==> config.mk <==
export PLATFORM = sky130hd
export DESIGN_NAME = szu_serial_port_zero
export DESIGN_NICKNAME = d
export VERILOG_FILES = /design/src/verilog/szu_pkg.sv /design/src/verilog/szu_bit_timer.sv /design/src/verilog/szu_rx_async.sv /design/src/verilog/szu_serial_port_zero.sv
export SDC_FILE = /design/constraint.sdc
export NUM_CORES = 1
export LEC_CHECK = 0
export BUFFER_PORTS_ARGS = -buffer_cell sky130_fd_sc_hd__buf_2
export CORE_MARGIN = 2
export CORE_UTILIZATION = 35
export DETAILED_ROUTE_END_ITERATION = 10
export GPL_TIMING_DRIVEN = 0
export PLACE_DENSITY = 0.54
export SYNTH_ARGS = -nofsm -noshare
export SYNTH_HDL_FRONTEND = slang
export SYNTH_SLANG_ARGS = --single-unit
export TNS_END_PERCENT = 10
==> constraint.sdc <==
create_clock -name sys_clk -period 4.7 [get_ports sys_clk]
set_clock_uncertainty 0.2 [all_clocks]
set_input_delay 0.235 -clock sys_clk [delete_from_list [all_inputs] [get_ports sys_clk]]
set_output_delay 0.235 -clock sys_clk [all_outputs]
set_load 0.03 [all_outputs]
==> src/verilog/szu_pkg.sv <==
// constants, codes and carriers for serial port zero
// assumes one system clock and a byte-wide special-function register port
package szu_pkg;
	// ----------------------------------------
	// register addresses and reset values
	// ----------------------------------------
	localparam logic [7:0] SZU_ADDR_CONTROL = 8'h98;
	localparam logic [7:0] SZU_ADDR_BUFFER = 8'h99;
	localparam logic [7:0] SZU_ADDR_POWER = 8'h87;
	localparam logic [7:0] SZU_CONTROL_RESET = 8'h00;
	localparam logic [7:0] SZU_BUFFER_RESET = 8'h00;
	// ----------------------------------------
	// control and power register fields
	// ----------------------------------------
	localparam int SZU_BIT_MODE_HIGH = 7;
	localparam int SZU_BIT_MODE_LOW = 6;
	localparam int SZU_BIT_MP_FILTER = 5;
	localparam int SZU_BIT_RX_ENABLE = 4;
	localparam int SZU_BIT_TX_NINTH = 3;
	localparam int SZU_BIT_RX_NINTH = 2;
	localparam int SZU_BIT_TX_DONE = 1;
	localparam int SZU_BIT_RX_DONE = 0;
	localparam int SZU_BIT_DIV_SELECT = 7;
	// ----------------------------------------
	// modes and timing
	// ----------------------------------------
	localparam logic [1:0] SZU_MODE_SHIFT = 2'h0;
	localparam logic [1:0] SZU_MODE_ASYNC10 = 2'h1;
	localparam logic [1:0] SZU_MODE_ASYNC11 = 2'h3;
	localparam logic [3:0] SZU_SHIFT_DIV_SLOW = 4'hc;
	localparam logic [3:0] SZU_SHIFT_DIV_FAST = 4'h4;
	localparam int SZU_ASYNC_SLOW_SHIFT = 4;
	localparam logic [3:0] SZU_FRAME_BITS10 = 4'ha;
	localparam logic [3:0] SZU_FRAME_BITS11 = 4'hb;
	localparam logic [3:0] SZU_SHIFT_BITS = 4'h8;
	localparam int SZU_PERIOD_W = 20;
	// ----------------------------------------
	// types
	// ----------------------------------------
	typedef struct packed {
		logic [7:0] addr;
		logic wr;
		logic rd;
		logic [7:0] wdata;
	} szu_sfr_req_s;
	typedef enum logic [1:0] {TX_IDLE, TX_ASYNC, TX_SHIFT_OUT, TX_SHIFT_IN} szu_tx_e;
	typedef enum logic [2:0] {RX_IDLE, RX_START, RX_DATA, RX_NINTH, RX_STOP} szu_rx_e;
endpackage

==> src/verilog/szu_bit_timer.sv <==
// bit period timer: pulses at the middle and end of each bit period
// assumes period of at least one system clock
`timescale 1ns/1ps
`default_nettype none
module szu_bit_timer
(
	input wire logic sys_clk,
	input wire logic nrst,
	input wire logic ce,
	input wire logic restart,
	input wire logic run,
	input wire logic [szu_pkg::SZU_PERIOD_W-1:0] period,
	output logic mid_pulse,
	output logic end_pulse
);
	logic [szu_pkg::SZU_PERIOD_W-1:0] cnt_reg;
	logic [szu_pkg::SZU_PERIOD_W-1:0] cnt_next;
	logic [szu_pkg::SZU_PERIOD_W-1:0] last;

	assign last = (period == '0) ? '0 : period - 1'b1;
	assign mid_pulse = run && !restart && (cnt_reg == (period >> 1));
	assign end_pulse = run && !restart && (cnt_reg == last);

	always_comb
	begin
		cnt_next = cnt_reg;
		if (restart || !run || end_pulse)
		begin
			cnt_next = '0;
		end
		else
		begin
			cnt_next = cnt_reg + 1'b1;
		end
	end

	always_ff @(posedge sys_clk or negedge nrst)
	begin
		if (!nrst)
		begin
			cnt_reg <= '0;
		end
		else if (ce)
		begin
			cnt_reg <= cnt_next;
		end
	end
endmodule
`default_nettype wire

==> src/verilog/szu_rx_async.sv <==
// asynchronous receiver for the 10-bit and 11-bit frames
// assumes rxd synchronous to sys_clk; reports a frame at mid stop bit
`timescale 1ns/1ps
`default_nettype none
module szu_rx_async
(
	input wire logic sys_clk,
	input wire logic nrst,
	input wire logic ce,
	input wire logic enable,
	input wire logic ninth_mode,
	input wire logic baud_run,
	input wire logic [szu_pkg::SZU_PERIOD_W-1:0] period,
	input wire logic rxd,
	output logic done,
	output logic [7:0] data,
	output logic ninth
);
	szu_pkg::szu_rx_e state_reg;
	szu_pkg::szu_rx_e state_next;
	logic [7:0] data_reg;
	logic [7:0] data_next;
	logic ninth_reg;
	logic ninth_next;
	logic [2:0] idx_reg;
	logic [2:0] idx_next;
	logic rxd_prev_reg;
	logic start_edge;
	logic mid;

	assign start_edge = enable && rxd_prev_reg && !rxd && state_reg == szu_pkg::RX_IDLE;

	szu_bit_timer u_timer
	(
		.sys_clk(sys_clk),
		.nrst(nrst),
		.ce(ce),
		.restart(start_edge),
		.run(baud_run && state_reg != szu_pkg::RX_IDLE),
		.period(period),
		.mid_pulse(mid),
		.end_pulse()
	);

	always_comb
	begin
		state_next = state_reg;
		data_next = data_reg;
		ninth_next = ninth_reg;
		idx_next = idx_reg;
		done = 1'b0;
		case (state_reg)
			szu_pkg::RX_IDLE:
			begin
				if (start_edge)
				begin
					state_next = szu_pkg::RX_START;
				end
			end
			szu_pkg::RX_START:
			begin
				// false start if line is back high at mid bit
				if (mid)
				begin
					state_next = rxd ? szu_pkg::RX_IDLE : szu_pkg::RX_DATA;
					idx_next = 3'h0;
				end
			end
			szu_pkg::RX_DATA:
			begin
				if (mid)
				begin
					data_next = {rxd, data_reg[7:1]};
					idx_next = idx_reg + 3'h1;
					if (idx_reg == 3'h7)
					begin
						state_next = ninth_mode ? szu_pkg::RX_NINTH : szu_pkg::RX_STOP;
					end
				end
			end
			szu_pkg::RX_NINTH:
			begin
				if (mid)
				begin
					ninth_next = rxd;
					state_next = szu_pkg::RX_STOP;
				end
			end
			szu_pkg::RX_STOP:
			begin
				if (mid)
				begin
					done = 1'b1;
					state_next = szu_pkg::RX_IDLE;
				end
			end
			default:
			begin
				state_next = szu_pkg::RX_IDLE;
			end
		endcase
		if (!enable)
		begin
			state_next = szu_pkg::RX_IDLE;
		end
	end

	assign data = data_reg;
	assign ninth = ninth_reg;

	always_ff @(posedge sys_clk or negedge nrst)
	begin
		if (!nrst)
		begin
			state_reg <= szu_pkg::RX_IDLE;
			data_reg <= 8'h00;
			ninth_reg <= 1'b0;
			idx_reg <= 3'h0;
			rxd_prev_reg <= 1'b1;
		end
		else if (ce)
		begin
			state_reg <= state_next;
			data_reg <= data_next;
			ninth_reg <= ninth_next;
			idx_reg <= idx_next;
			rxd_prev_reg <= rxd;
		end
	end
endmodule
`default_nettype wire

==> src/verilog/szu_serial_port_zero.sv <==
// serial port zero: control and buffer registers, transmitter, shift mode
// assumes the register port and all pin inputs are synchronous to sys_clk
`timescale 1ns/1ps
`default_nettype none
module szu_serial_port_zero
(
	input wire logic sys_clk,
	input wire logic nrst,
	input wire logic ce,
	input wire szu_pkg::szu_sfr_req_s sfr_req,
	output logic [7:0] sfr_rdata,
	input wire logic [15:0] timer_one_reload,
	input wire logic [15:0] timer_two_reload,
	input wire logic timer_one_run,
	input wire logic tx_timer_two_clock_select,
	input wire logic rx_timer_two_clock_select,
	input wire logic rxd_in,
	output logic rxd_out,
	output logic rxd_oe,
	output logic txd_out,
	output logic serial_irq
);
	// ----------------------------------------
	// registers
	// ----------------------------------------
	logic [7:0] control_reg;
	logic [7:0] control_next;
	logic [7:0] rx_latch_reg;
	logic [7:0] rx_latch_next;
	logic div_select_reg;
	logic div_select_next;
	logic [7:0] rdata_reg;
	logic [7:0] rdata_next;
	logic irq_reg;

	logic wr_control;
	logic wr_buffer;
	logic [1:0] mode;
	logic async_mode;
	logic ninth_mode;
	logic tx_done_set;
	logic rx_done_set;
	logic rx_load;
	logic [7:0] rx_load_data;
	logic rx_load_ninth;

	function automatic logic hit(input logic [7:0] a, input logic [7:0] target);
		hit = (a == target);
	endfunction

	assign wr_control = sfr_req.wr && hit(sfr_req.addr, szu_pkg::SZU_ADDR_CONTROL);
	assign wr_buffer = sfr_req.wr && hit(sfr_req.addr, szu_pkg::SZU_ADDR_BUFFER);
	assign mode = {control_reg[szu_pkg::SZU_BIT_MODE_HIGH], control_reg[szu_pkg::SZU_BIT_MODE_LOW]};
	assign async_mode = (mode == szu_pkg::SZU_MODE_ASYNC10) || (mode == szu_pkg::SZU_MODE_ASYNC11);
	assign ninth_mode = (mode == szu_pkg::SZU_MODE_ASYNC11);

	// ----------------------------------------
	// baud source
	// ----------------------------------------
	logic use_timer_two;
	logic baud_run;
	logic [15:0] reload;
	logic [szu_pkg::SZU_PERIOD_W-1:0] bit_period;

	assign use_timer_two = tx_timer_two_clock_select || rx_timer_two_clock_select;
	assign baud_run = use_timer_two || !timer_one_run;
	assign reload = use_timer_two ? timer_two_reload : timer_one_reload;
	assign bit_period = div_select_reg ?
		({4'h0, reload} << szu_pkg::SZU_ASYNC_SLOW_SHIFT) : {4'h0, reload};

	// ----------------------------------------
	// async receiver
	// ----------------------------------------
	logic arx_done;
	logic [7:0] arx_data;
	logic arx_ninth;

	szu_rx_async u_rx
	(
		.sys_clk(sys_clk),
		.nrst(nrst),
		.ce(ce),
		.enable(async_mode && control_reg[szu_pkg::SZU_BIT_RX_ENABLE]),
		.ninth_mode(ninth_mode),
		.baud_run(baud_run),
		.period(bit_period),
		.rxd(rxd_in),
		.done(arx_done),
		.data(arx_data),
		.ninth(arx_ninth)
	);

	// ----------------------------------------
	// transmitter and shift mode
	// ----------------------------------------
	szu_pkg::szu_tx_e tx_state_reg;
	szu_pkg::szu_tx_e tx_state_next;
	logic [10:0] tx_shift_reg;
	logic [10:0] tx_shift_next;
	logic [3:0] tx_left_reg;
	logic [3:0] tx_left_next;
	logic [3:0] div_cnt_reg;
	logic [3:0] div_cnt_next;
	logic sclk_reg;
	logic sclk_next;
	logic [7:0] sin_reg;
	logic [7:0] sin_next;
	logic txd_reg;
	logic txd_next;
	logic rxd_out_reg;
	logic rxd_out_next;
	logic rxd_oe_reg;
	logic rxd_oe_next;
	logic tx_end;
	logic [3:0] half_div;
	logic sclk_tick;

	szu_bit_timer u_tx_timer
	(
		.sys_clk(sys_clk),
		.nrst(nrst),
		.ce(ce),
		.restart(wr_buffer && tx_state_reg == szu_pkg::TX_IDLE),
		.run(baud_run && tx_state_reg == szu_pkg::TX_ASYNC),
		.period(bit_period),
		.mid_pulse(),
		.end_pulse(tx_end)
	);

	assign half_div = (div_select_reg ? szu_pkg::SZU_SHIFT_DIV_FAST : szu_pkg::SZU_SHIFT_DIV_SLOW) >> 1;
	assign sclk_tick = (div_cnt_reg == half_div - 4'h1);

	always_comb
	begin
		tx_state_next = tx_state_reg;
		tx_shift_next = tx_shift_reg;
		tx_left_next = tx_left_reg;
		div_cnt_next = 4'h0;
		sclk_next = 1'b1;
		sin_next = sin_reg;
		txd_next = txd_reg;
		rxd_out_next = rxd_out_reg;
		rxd_oe_next = 1'b0;
		tx_done_set = 1'b0;
		rx_load = arx_done;
		rx_load_data = arx_data;
		rx_load_ninth = arx_ninth;
		case (tx_state_reg)
			szu_pkg::TX_IDLE:
			begin
				txd_next = 1'b1;
				rxd_out_next = 1'b1;
				if (wr_buffer && async_mode)
				begin
					// frame lsb first: start, data, ninth or stop, stop
					tx_shift_next = {2'b11, sfr_req.wdata, 1'b0};
					if (ninth_mode)
					begin
						tx_shift_next[9] = control_reg[szu_pkg::SZU_BIT_TX_NINTH];
					end
					tx_left_next = ninth_mode ? szu_pkg::SZU_FRAME_BITS11 : szu_pkg::SZU_FRAME_BITS10;
					txd_next = 1'b0;
					tx_state_next = szu_pkg::TX_ASYNC;
				end
				else if (wr_buffer && mode == szu_pkg::SZU_MODE_SHIFT)
				begin
					tx_shift_next = {3'b111, sfr_req.wdata};
					tx_left_next = szu_pkg::SZU_SHIFT_BITS;
					rxd_out_next = sfr_req.wdata[0];
					rxd_oe_next = 1'b1;
					tx_state_next = szu_pkg::TX_SHIFT_OUT;
				end
				else if (mode == szu_pkg::SZU_MODE_SHIFT && control_reg[szu_pkg::SZU_BIT_RX_ENABLE]
					&& !control_reg[szu_pkg::SZU_BIT_RX_DONE])
				begin
					tx_left_next = szu_pkg::SZU_SHIFT_BITS;
					tx_state_next = szu_pkg::TX_SHIFT_IN;
				end
			end
			szu_pkg::TX_ASYNC:
			begin
				if (tx_end)
				begin
					tx_shift_next = {1'b1, tx_shift_reg[10:1]};
					tx_left_next = tx_left_reg - 4'h1;
					txd_next = tx_shift_reg[1];
					if (tx_left_reg == 4'h1)
					begin
						tx_done_set = 1'b1;
						txd_next = 1'b1;
						tx_state_next = szu_pkg::TX_IDLE;
					end
				end
			end
			szu_pkg::TX_SHIFT_OUT, szu_pkg::TX_SHIFT_IN:
			begin
				// clock high half then low half; bit moves on the rising edge
				rxd_oe_next = (tx_state_reg == szu_pkg::TX_SHIFT_OUT);
				div_cnt_next = sclk_tick ? 4'h0 : div_cnt_reg + 4'h1;
				sclk_next = sclk_tick ? !sclk_reg : sclk_reg;
				if (sclk_tick && !sclk_reg)
				begin
					tx_shift_next = {1'b1, tx_shift_reg[10:1]};
					rxd_out_next = tx_shift_reg[1];
					sin_next = {rxd_in, sin_reg[7:1]};
					tx_left_next = tx_left_reg - 4'h1;
				end
				if (sclk_tick && sclk_reg && tx_left_reg == 4'h0)
				begin
					sclk_next = 1'b1;
					rxd_out_next = 1'b1;
					rxd_oe_next = 1'b0;
					tx_state_next = szu_pkg::TX_IDLE;
					if (tx_state_reg == szu_pkg::TX_SHIFT_OUT)
					begin
						tx_done_set = 1'b1;
					end
					else
					begin
						rx_load = 1'b1;
						rx_load_data = sin_reg;
						rx_load_ninth = control_reg[szu_pkg::SZU_BIT_RX_NINTH];
					end
				end
				if (tx_state_reg == szu_pkg::TX_SHIFT_IN && !control_reg[szu_pkg::SZU_BIT_RX_ENABLE])
				begin
					sclk_next = 1'b1;
					tx_state_next = szu_pkg::TX_IDLE;
				end
			end
			default:
			begin
				tx_state_next = szu_pkg::TX_IDLE;
			end
		endcase
		if (wr_control)
		begin
			if (sfr_req.wdata[szu_pkg::SZU_BIT_MODE_HIGH:szu_pkg::SZU_BIT_MODE_LOW] != mode)
			begin
				// mode change abandons any transmit or shift frame in flight
				tx_state_next = szu_pkg::TX_IDLE;
				sclk_next = 1'b1;
				txd_next = 1'b1;
				rxd_oe_next = 1'b0;
			end
		end
		if (tx_state_next == szu_pkg::TX_SHIFT_OUT || tx_state_next == szu_pkg::TX_SHIFT_IN)
		begin
			txd_next = sclk_next;
		end
	end

	// ----------------------------------------
	// register file
	// ----------------------------------------
	always_comb
	begin
		control_next = control_reg;
		rx_latch_next = rx_latch_reg;
		div_select_next = div_select_reg;
		rdata_next = 8'h00;
		rx_done_set = 1'b0;
		if (wr_control)
		begin
			control_next = sfr_req.wdata;
		end
		if (sfr_req.wr && hit(sfr_req.addr, szu_pkg::SZU_ADDR_POWER))
		begin
			div_select_next = sfr_req.wdata[szu_pkg::SZU_BIT_DIV_SELECT];
		end
		if (rx_load)
		begin
			rx_latch_next = rx_load_data;
			if (ninth_mode)
			begin
				control_next[szu_pkg::SZU_BIT_RX_NINTH] = rx_load_ninth;
			end
			// multiprocessor filter only acts in the ninth-bit mode
			rx_done_set = !(ninth_mode && control_reg[szu_pkg::SZU_BIT_MP_FILTER])
				|| rx_load_ninth;
		end
		// hardware set wins over a software clear in the same cycle
		if (tx_done_set)
		begin
			control_next[szu_pkg::SZU_BIT_TX_DONE] = 1'b1;
		end
		if (rx_done_set)
		begin
			control_next[szu_pkg::SZU_BIT_RX_DONE] = 1'b1;
		end
		if (sfr_req.rd)
		begin
			if (hit(sfr_req.addr, szu_pkg::SZU_ADDR_CONTROL))
			begin
				rdata_next = control_reg;
			end
			else if (hit(sfr_req.addr, szu_pkg::SZU_ADDR_BUFFER))
			begin
				rdata_next = rx_latch_reg;
			end
		end
	end

	assign sfr_rdata = rdata_reg;
	assign txd_out = txd_reg;
	assign rxd_out = rxd_out_reg;
	assign rxd_oe = rxd_oe_reg;
	assign serial_irq = irq_reg;

	always_ff @(posedge sys_clk or negedge nrst)
	begin
		if (!nrst)
		begin
			control_reg <= szu_pkg::SZU_CONTROL_RESET;
			rx_latch_reg <= szu_pkg::SZU_BUFFER_RESET;
			div_select_reg <= 1'b0;
			rdata_reg <= 8'h00;
			irq_reg <= 1'b0;
			tx_state_reg <= szu_pkg::TX_IDLE;
			tx_shift_reg <= 11'h7ff;
			tx_left_reg <= 4'h0;
			div_cnt_reg <= 4'h0;
			sclk_reg <= 1'b1;
			sin_reg <= 8'h00;
			txd_reg <= 1'b1;
			rxd_out_reg <= 1'b1;
			rxd_oe_reg <= 1'b0;
		end
		else if (ce)
		begin
			control_reg <= control_next;
			rx_latch_reg <= rx_latch_next;
			div_select_reg <= div_select_next;
			rdata_reg <= rdata_next;
			irq_reg <= control_next[szu_pkg::SZU_BIT_TX_DONE]
				|| control_next[szu_pkg::SZU_BIT_RX_DONE];
			tx_state_reg <= tx_state_next;
			tx_shift_reg <= tx_shift_next;
			tx_left_reg <= tx_left_next;
			div_cnt_reg <= div_cnt_next;
			sclk_reg <= sclk_next;
			sin_reg <= sin_next;
			txd_reg <= txd_next;
			rxd_out_reg <= rxd_out_next;
			rxd_oe_reg <= rxd_oe_next;
		end
	end
endmodule
`default_nettype wire

# ---- Word-level counts from Yosys, hierarchy flattened
# Cells that the tools add are included.
# W data, S select, Z words.
dict set report word_totals {
  reg_bits 115
  inputBits 57
  output_inout_bits 12
  word_cells 219
}
dict set report op_classes {
  add_sub_neg 7
  eq_ne 34
  n_mux 92
  reduce_logical 64
}
# cell count
set op_table {}
lappend op_table {{$mux W20} 4}
lappend op_table {{$mux W8} 6}
lappend op_table {{$mux W11} 4}
lappend op_table {{$add A20 B1 Y20 const B} 2}
lappend op_table {{$eq A20 B20 Y1} 2}
lappend op_table {{$mux W1} 40}
lappend op_table {{$pmux W11 S3} 1}
lappend op_table {{$mux W4} 8}
lappend op_table {{$mux W3} 10}
lappend op_table {{$eq A8 B8 Y1 const B} 3}
lappend op_table {{$logic_and A1 B1 Y1} 24}
lappend op_table {{$ne A3 B3 Y1 const B} 7}
lappend op_table {{$eq A20 B19 Y1} 1}
lappend op_table {{$logic_not A20 Y1} 1}
lappend op_table {{$mux W2} 10}
lappend op_table {{$sub A20 B1 Y20 const B} 1}
lappend op_table {{$mux W16} 1}
lappend op_table {{$pmux W3 S5} 1}
lappend op_table {{$pmux W4 S3} 1}
lappend op_table {{$reduce_and A3 Y1} 4}
lappend op_table {{$reduce_and A4 Y1} 3}
lappend op_table {{$eq A2 B2 Y1 const B} 5}
lappend op_table {{$logic_not A1 Y1} 10}
lappend op_table {{$logic_or A1 B1 Y1} 10}
lappend op_table {{26 further kinds} 38}

# ---- Logic depth before layout (Yosys ltp)
dict set report logic_depth {
  ltp_word 17
  mapped_depth 19
  ltp_nobuf 14
}

# ---- Hierarchy
# A second synthesis with hierarchy kept.
dict set report hier_totals {
  hier_cells 995
  hier_area_um2 8808.4
}
# mod instances cells_per_inst area_each_um2 seq_area_each_um2
set modules_own_cells {}
lappend modules_own_cells {szu_bit_timer 2 291 2267.2 500.5}
lappend modules_own_cells {szu_serial_port_zero 1 344 3442.1 1441.4}
lappend modules_own_cells {szu_rx_async 1 69 832.0 401.6}

# ---- Least setup slack after synthesis
# Ideal clock, no wire load.
dict set report synth_timing {
  path_type {register to register}
  start {register div_select_reg}
  end {register tx_shift_reg[1]}
  setup_time_ns 0.082
  arrival_time_ns 4.194
  t_required_ns 4.418
  setup_slack_ns 0.223
  path_stages_with_launch 17
  path_buffers 4
  period_less_slack_ns 4.477
  cell_sequence {dfrtp_1 clkbuf_1 buf_1 nor2_1 inv_1 ha_1 clkbuf_1 or4b_1 a2111oi_0 mux2i_1 xnor2_1 nand2_1 nor4_4 a31oi_1 a211o_1 buf_6 mux2_4}
}
dict set report synth_between {
  elab_chain_len 7
  elab_cells_between_ends 13
  classes_between {add/sub (2); eq/ne (4); mux (3); reduce/logical (4)}
}
# element line
set synth_lines {}
lappend synth_lines {{start, declared} szu_serial_port_zero.sv:30} ;# logic div_select_reg;
lappend synth_lines {{start signal, assigned} szu_serial_port_zero.sv:333} ;# div_select_reg <= div_select_next;
lappend synth_lines {{$mux W20} szu_serial_port_zero.sv:68} ;# assign bit_period = div_select_reg ?
lappend synth_lines {{$sub A20 B1 Y20 or $logic_not A20 Y1 (tied branches)} szu_bit_timer.sv:20} ;# assign last = (period == '0) ? '0 : period - 1'b1;
lappend synth_lines {{$mux W20} szu_bit_timer.sv:20}
lappend synth_lines {{$eq A20 B20 Y1} szu_bit_timer.sv:22} ;# assign end_pulse = run && !restart && (cnt_reg == last);
lappend synth_lines {{$logic_and A1 B1 Y1} szu_bit_timer.sv:22}
lappend synth_lines {{$ne A2 B1 Y1 (no line)} -}
lappend synth_lines {{$reduce_and A4 Y1 (no line) *} -}
lappend synth_lines {{end signal, assigned} szu_serial_port_zero.sv:338} ;# tx_shift_reg <= tx_shift_next;
lappend synth_lines {{end, declared} szu_serial_port_zero.sv:98} ;# logic [10:0] tx_shift_reg;
# Mark *: on every way between the ends. The rest lies on a longest branch, timed or not.
# A chain may end at the register's enable or synchronous reset.

# ---- Final worst setup path
dict set report layout_timing {
  start {register div_select_reg}
  end {register tx_shift_reg[2]}
}
# Same word-level chain as after synthesis.

==> flow_metrics.tcl <==
set metrics [dict create \
    relSlewSlack_pct 28.17 \
    grt_max_degree 63 \
    setup.worst_path.start_class "flip-flop" \
    synthMuxAreaShare_pct 14.07 \
    ys_ff_latch 113 \
    tritoncts.num_buffers 17 \
    routabilityCongestion 0.8865 \
    powerDensity_mw_per_mm2 299.7 \
    cpMaxStageDelayCell "dfrtp_2" \
    syn_nets 1016 \
    clk_pin_slew_worst_paths_ps 60 \
    dieArea_mm2 0.02581 \
    multi_input_area_mm2 0.005429 \
    dpl_worst_slack_ps -1304 \
    clock-sinks 113 \
    antenna_left 0 \
    r2r-end "tx_shift_reg[2]$_DFFE_PN1P_" \
    reg2reg_from "div_select_reg$_DFFE_PN0P_" \
    initial_core_util_pct 35.53 \
    netlist_area_mm2 0.008589 \
    fin_ws_ps 186.4 \
    dp_hpwl_mm 19.36 \
    firstDrtPassIters 5 \
    synth_compound_area_share_pct 15.67 \
    post-route-util_pct 41.83 \
    grt_usage_pct 19.96 \
    io_buffers 68 \
    drc_errors 0 \
    detail_route.wirelength_mm 25.48 \
    synth-simple-area-share_pct 21.34 \
    stdcell_area_mm2 0.01011 \
    syn-instance-count 946 \
    ys_seq_area_share_pct 33.11 \
    yosysWarningCount 0 \
    synth_adder_area_share_pct 1.894 \
    avgSynthCellArea_um2 9.080 \
    num_vias 7571 \
    maxSlewViolCount 0 \
    drv_cap 0 \
    synthTopCellsByArea "dfrtp_1 (29%), nor2_1 (5.2%), mux2i_1 (4.9%)" \
    synth_top_family_by_area "simple AND/OR/NAND/NOR gates" \
    fin_cells 1379 \
    synthArstFlopShare_pct 100.0 \
    hold_end "control_reg[2]$_DFFE_PN0P_" \
    tightest_slew_ps 1073 \
    vdd_ir_drop_max_mv 0.2034 \
    fmax_mhz 221.6 \
    leakage_nw 4.274 \
    crit_path_end_kind "flip-flop" \
    antenna_found_initial 0 \
    clk_path_buf_depth 2 \
    core_mm2 0.02418 \
    rows 57 \
    whs_path_depth 4 \
    htreeDepth 4 \
    grt_pass1_wl_mm 40.55 \
    pin_count 69 \
    r2r_setup_slack_ps 190 \
    nets 1112 \
    critPathMaxStageDelay_ps 430 \
    path_class "flip-flop to flip-flop" \
    post_synth_xor_area_fraction_pct 9.599 \
    dp_cells 1339 \
    fillers 2434 \
    synth_flop_cell "dfrtp_1" \
    syn_to_final_growth_pct 17.74 \
    post_drt_wl_per_cell_um 18.47 \
    setup_viol 0 \
    hold_violations 0 \
    cts-root-buf "clkbuf_16" \
    layout-drive-gt1-share_pct 20.95 \
    min_from "sfr_req[2]" \
    cts_tree "built" \
    post-synth-top-area-cell "dfrtp_1" \
    setup_tns_ps 0 \
    seqCellArea_mm2 0.002845 \
    reg2reg_depth 17 \
    yosys.area.top_type_share_pct 29.13 \
    synth_edf_count 0 \
    clkLatencyLatePin_ps 420 \
    fin_crit_sh_pct 96.03 \
    ys_types 82 \
    run_status "finished, final reports clean" \
    worstPathRequired_ps 4850 \
    path_cells "clkbuf_4, buf_4, nor2_2, inv_1, ha_1, nand4_1, nor3_2, clkbuf_4, buf_4, nor2_1, o32ai_1, nand2_1, nor4_4, a31oi_2, a211o_1, buf_6, mux2_4" \
    gr-total-overflow 0 \
    vias_per_cell 5.490 \
    grt_pass1_vias 7325 \
    die_w_um 160.7 \
    finalCriticalPeriod_ps 4514 \
    worst_ep_arrival_time_ps 4660 \
    drtIter0Drc 591 \
    placed_area_mm2 0.009369 \
    hp-class "primary input to flip-flop" \
    die_h_um 160.7 \
    crit_fanout 10 \
    diodes 0 \
]
## final cells by class
cell class / instances / area share, %
multi-input combinational: 746 / 53.68
sequential: 113 / 28.13
timing repair buffer: 80 / 4.714
clock buffer: 17 / 4.206
tap: 324 / 4.008
buffer: 53 / 2.511
clock inverter: 15 / 1.596
inverter: 31 / 1.151
## synthesized netlist by cell type (all sizes together), types with 4 or more instances
cell type,n
nor2,119
clkbuf,32
nor2b,4
mux4,13
nand4b,4
a22o,4
a211oi,6
xnor3,4
nand4,21
a2111oi,4
nor4,10
inv,31
nand3,36
buf,24
and3,10
mux2,41
o31ai,11
nand3b,6
xor2,38
xnor2,45
a21o,6
o311ai,4
mux2i,42
o211ai,7
dfstp,13
a211o,5
nand2b,14
and2,7
nor3,24
o2bb2ai,10
a31oi,13
dfrtp,100
nor4b,4
or3,7
o22ai,9
or4,9
o21a,4
nand2,60
ha,13
o21ai,29
a21boi,5
or2,4
a21oi,55
## worst max path at each step
stage / startpoint / to / slack (ps) / depth (start not counted)
6_report: div_select_reg$_DFFE_PN0P_ / tx_shift_reg[2]$_DFFE_PN1P_ / 190 / 17
5_1_grt: div_select_reg$_DFFE_PN0P_ / tx_shift_reg[2]$_DFFE_PN1P_ / -10 / 16
4_1_cts: div_select_reg$_DFFE_PN0P_ / tx_shift_reg[2]$_DFFE_PN1P_ / 50 / 16
3_5_place_dp: div_select_reg$_DFFE_PN0P_ / u_tx_timer.cnt_reg[10]$_DFFE_PN0P_ / -1300 / 16
3_3_place_gp: div_select_reg$_DFFE_PN0P_ / u_tx_timer.cnt_reg[11]$_DFFE_PN0P_ / -1300 / 16
2_1_floorplan: div_select_reg$_DFFE_PN0P_ / tx_shift_reg[1]$_DFFE_PN1P_ / 220 / 16
## stage by stage
| stage | power [mW] | hold WS, ps |
|---|---|---|
| floorplan | 1.539 | -260.6 |
| global placement | 1.726 | 265.3 |
| detailed placement | 1.731 | 29.34 |
| CTS | 3.050 | 72.66 |
| global route | 3.170 | 86.01 |
| finish | 3.031 | 86.13 |
## critical path: cells and delay by family (launching register included)
kind	cells	cell delay, ps
and+or+nand+nor	6	1260
muxes	1	300
AOI/OAI and AO/OA	3	740
adders and majority gates	1	200
buffers and inverters	6	1290
DFF	1	430
## timing repair
action                                  in CTS  in global routing
resized for setup                           11                 10
hold endpoints to repair                    62                  0
pin swaps                                    1                  0
endpoints found under the setup margin      57                 37
setup buffers                                3                  0
hold buffers                                 8                  0
## per-layer routing
layer | GRT usage [%] | vias to the layer above | wire (um)
met5 | 0 | - | 0
met4 | 6.880 | 0 | 537
met3 | 3.435 | 35 | 1295
met2 | 30.90 | 223 | 11710
met1 | 28.21 | 3661 | 11940
li1 | - | 3652 | -
## power breakdown
group / total [mW] / internal (mW) / switching (mW)
clock network: 1.30 / 0.753 / 0.547
logic: 0.623 / 0.269 / 0.354
registers: 1.11 / 1.05 / 0.0579
## cells by family after synthesis
logic type | count (synthesis)
DFF | 113
adders and majority gates | 13
AOI/OAI and AO/OA | 198
xor gates and xnor gates | 87
buffers and inverters | 87
and+or+nand+nor | 352
muxes | 96
## layout by cell type (no fill, tap or decap), drive strengths merged, types with 29 or more instances in the layout
cell type,netlist,layout
xnor2,45,45
inv,31,41
nor2,119,119
xor2,38,38
buf,24,94
mux2i,42,42
nand3,36,36
a21oi,55,55
mux2,41,41
dfrtp,100,100
nand2,60,60
o21ai,29,29
clkbuf,32,48
Note: power is estimated with default switching activity, not from simulation.
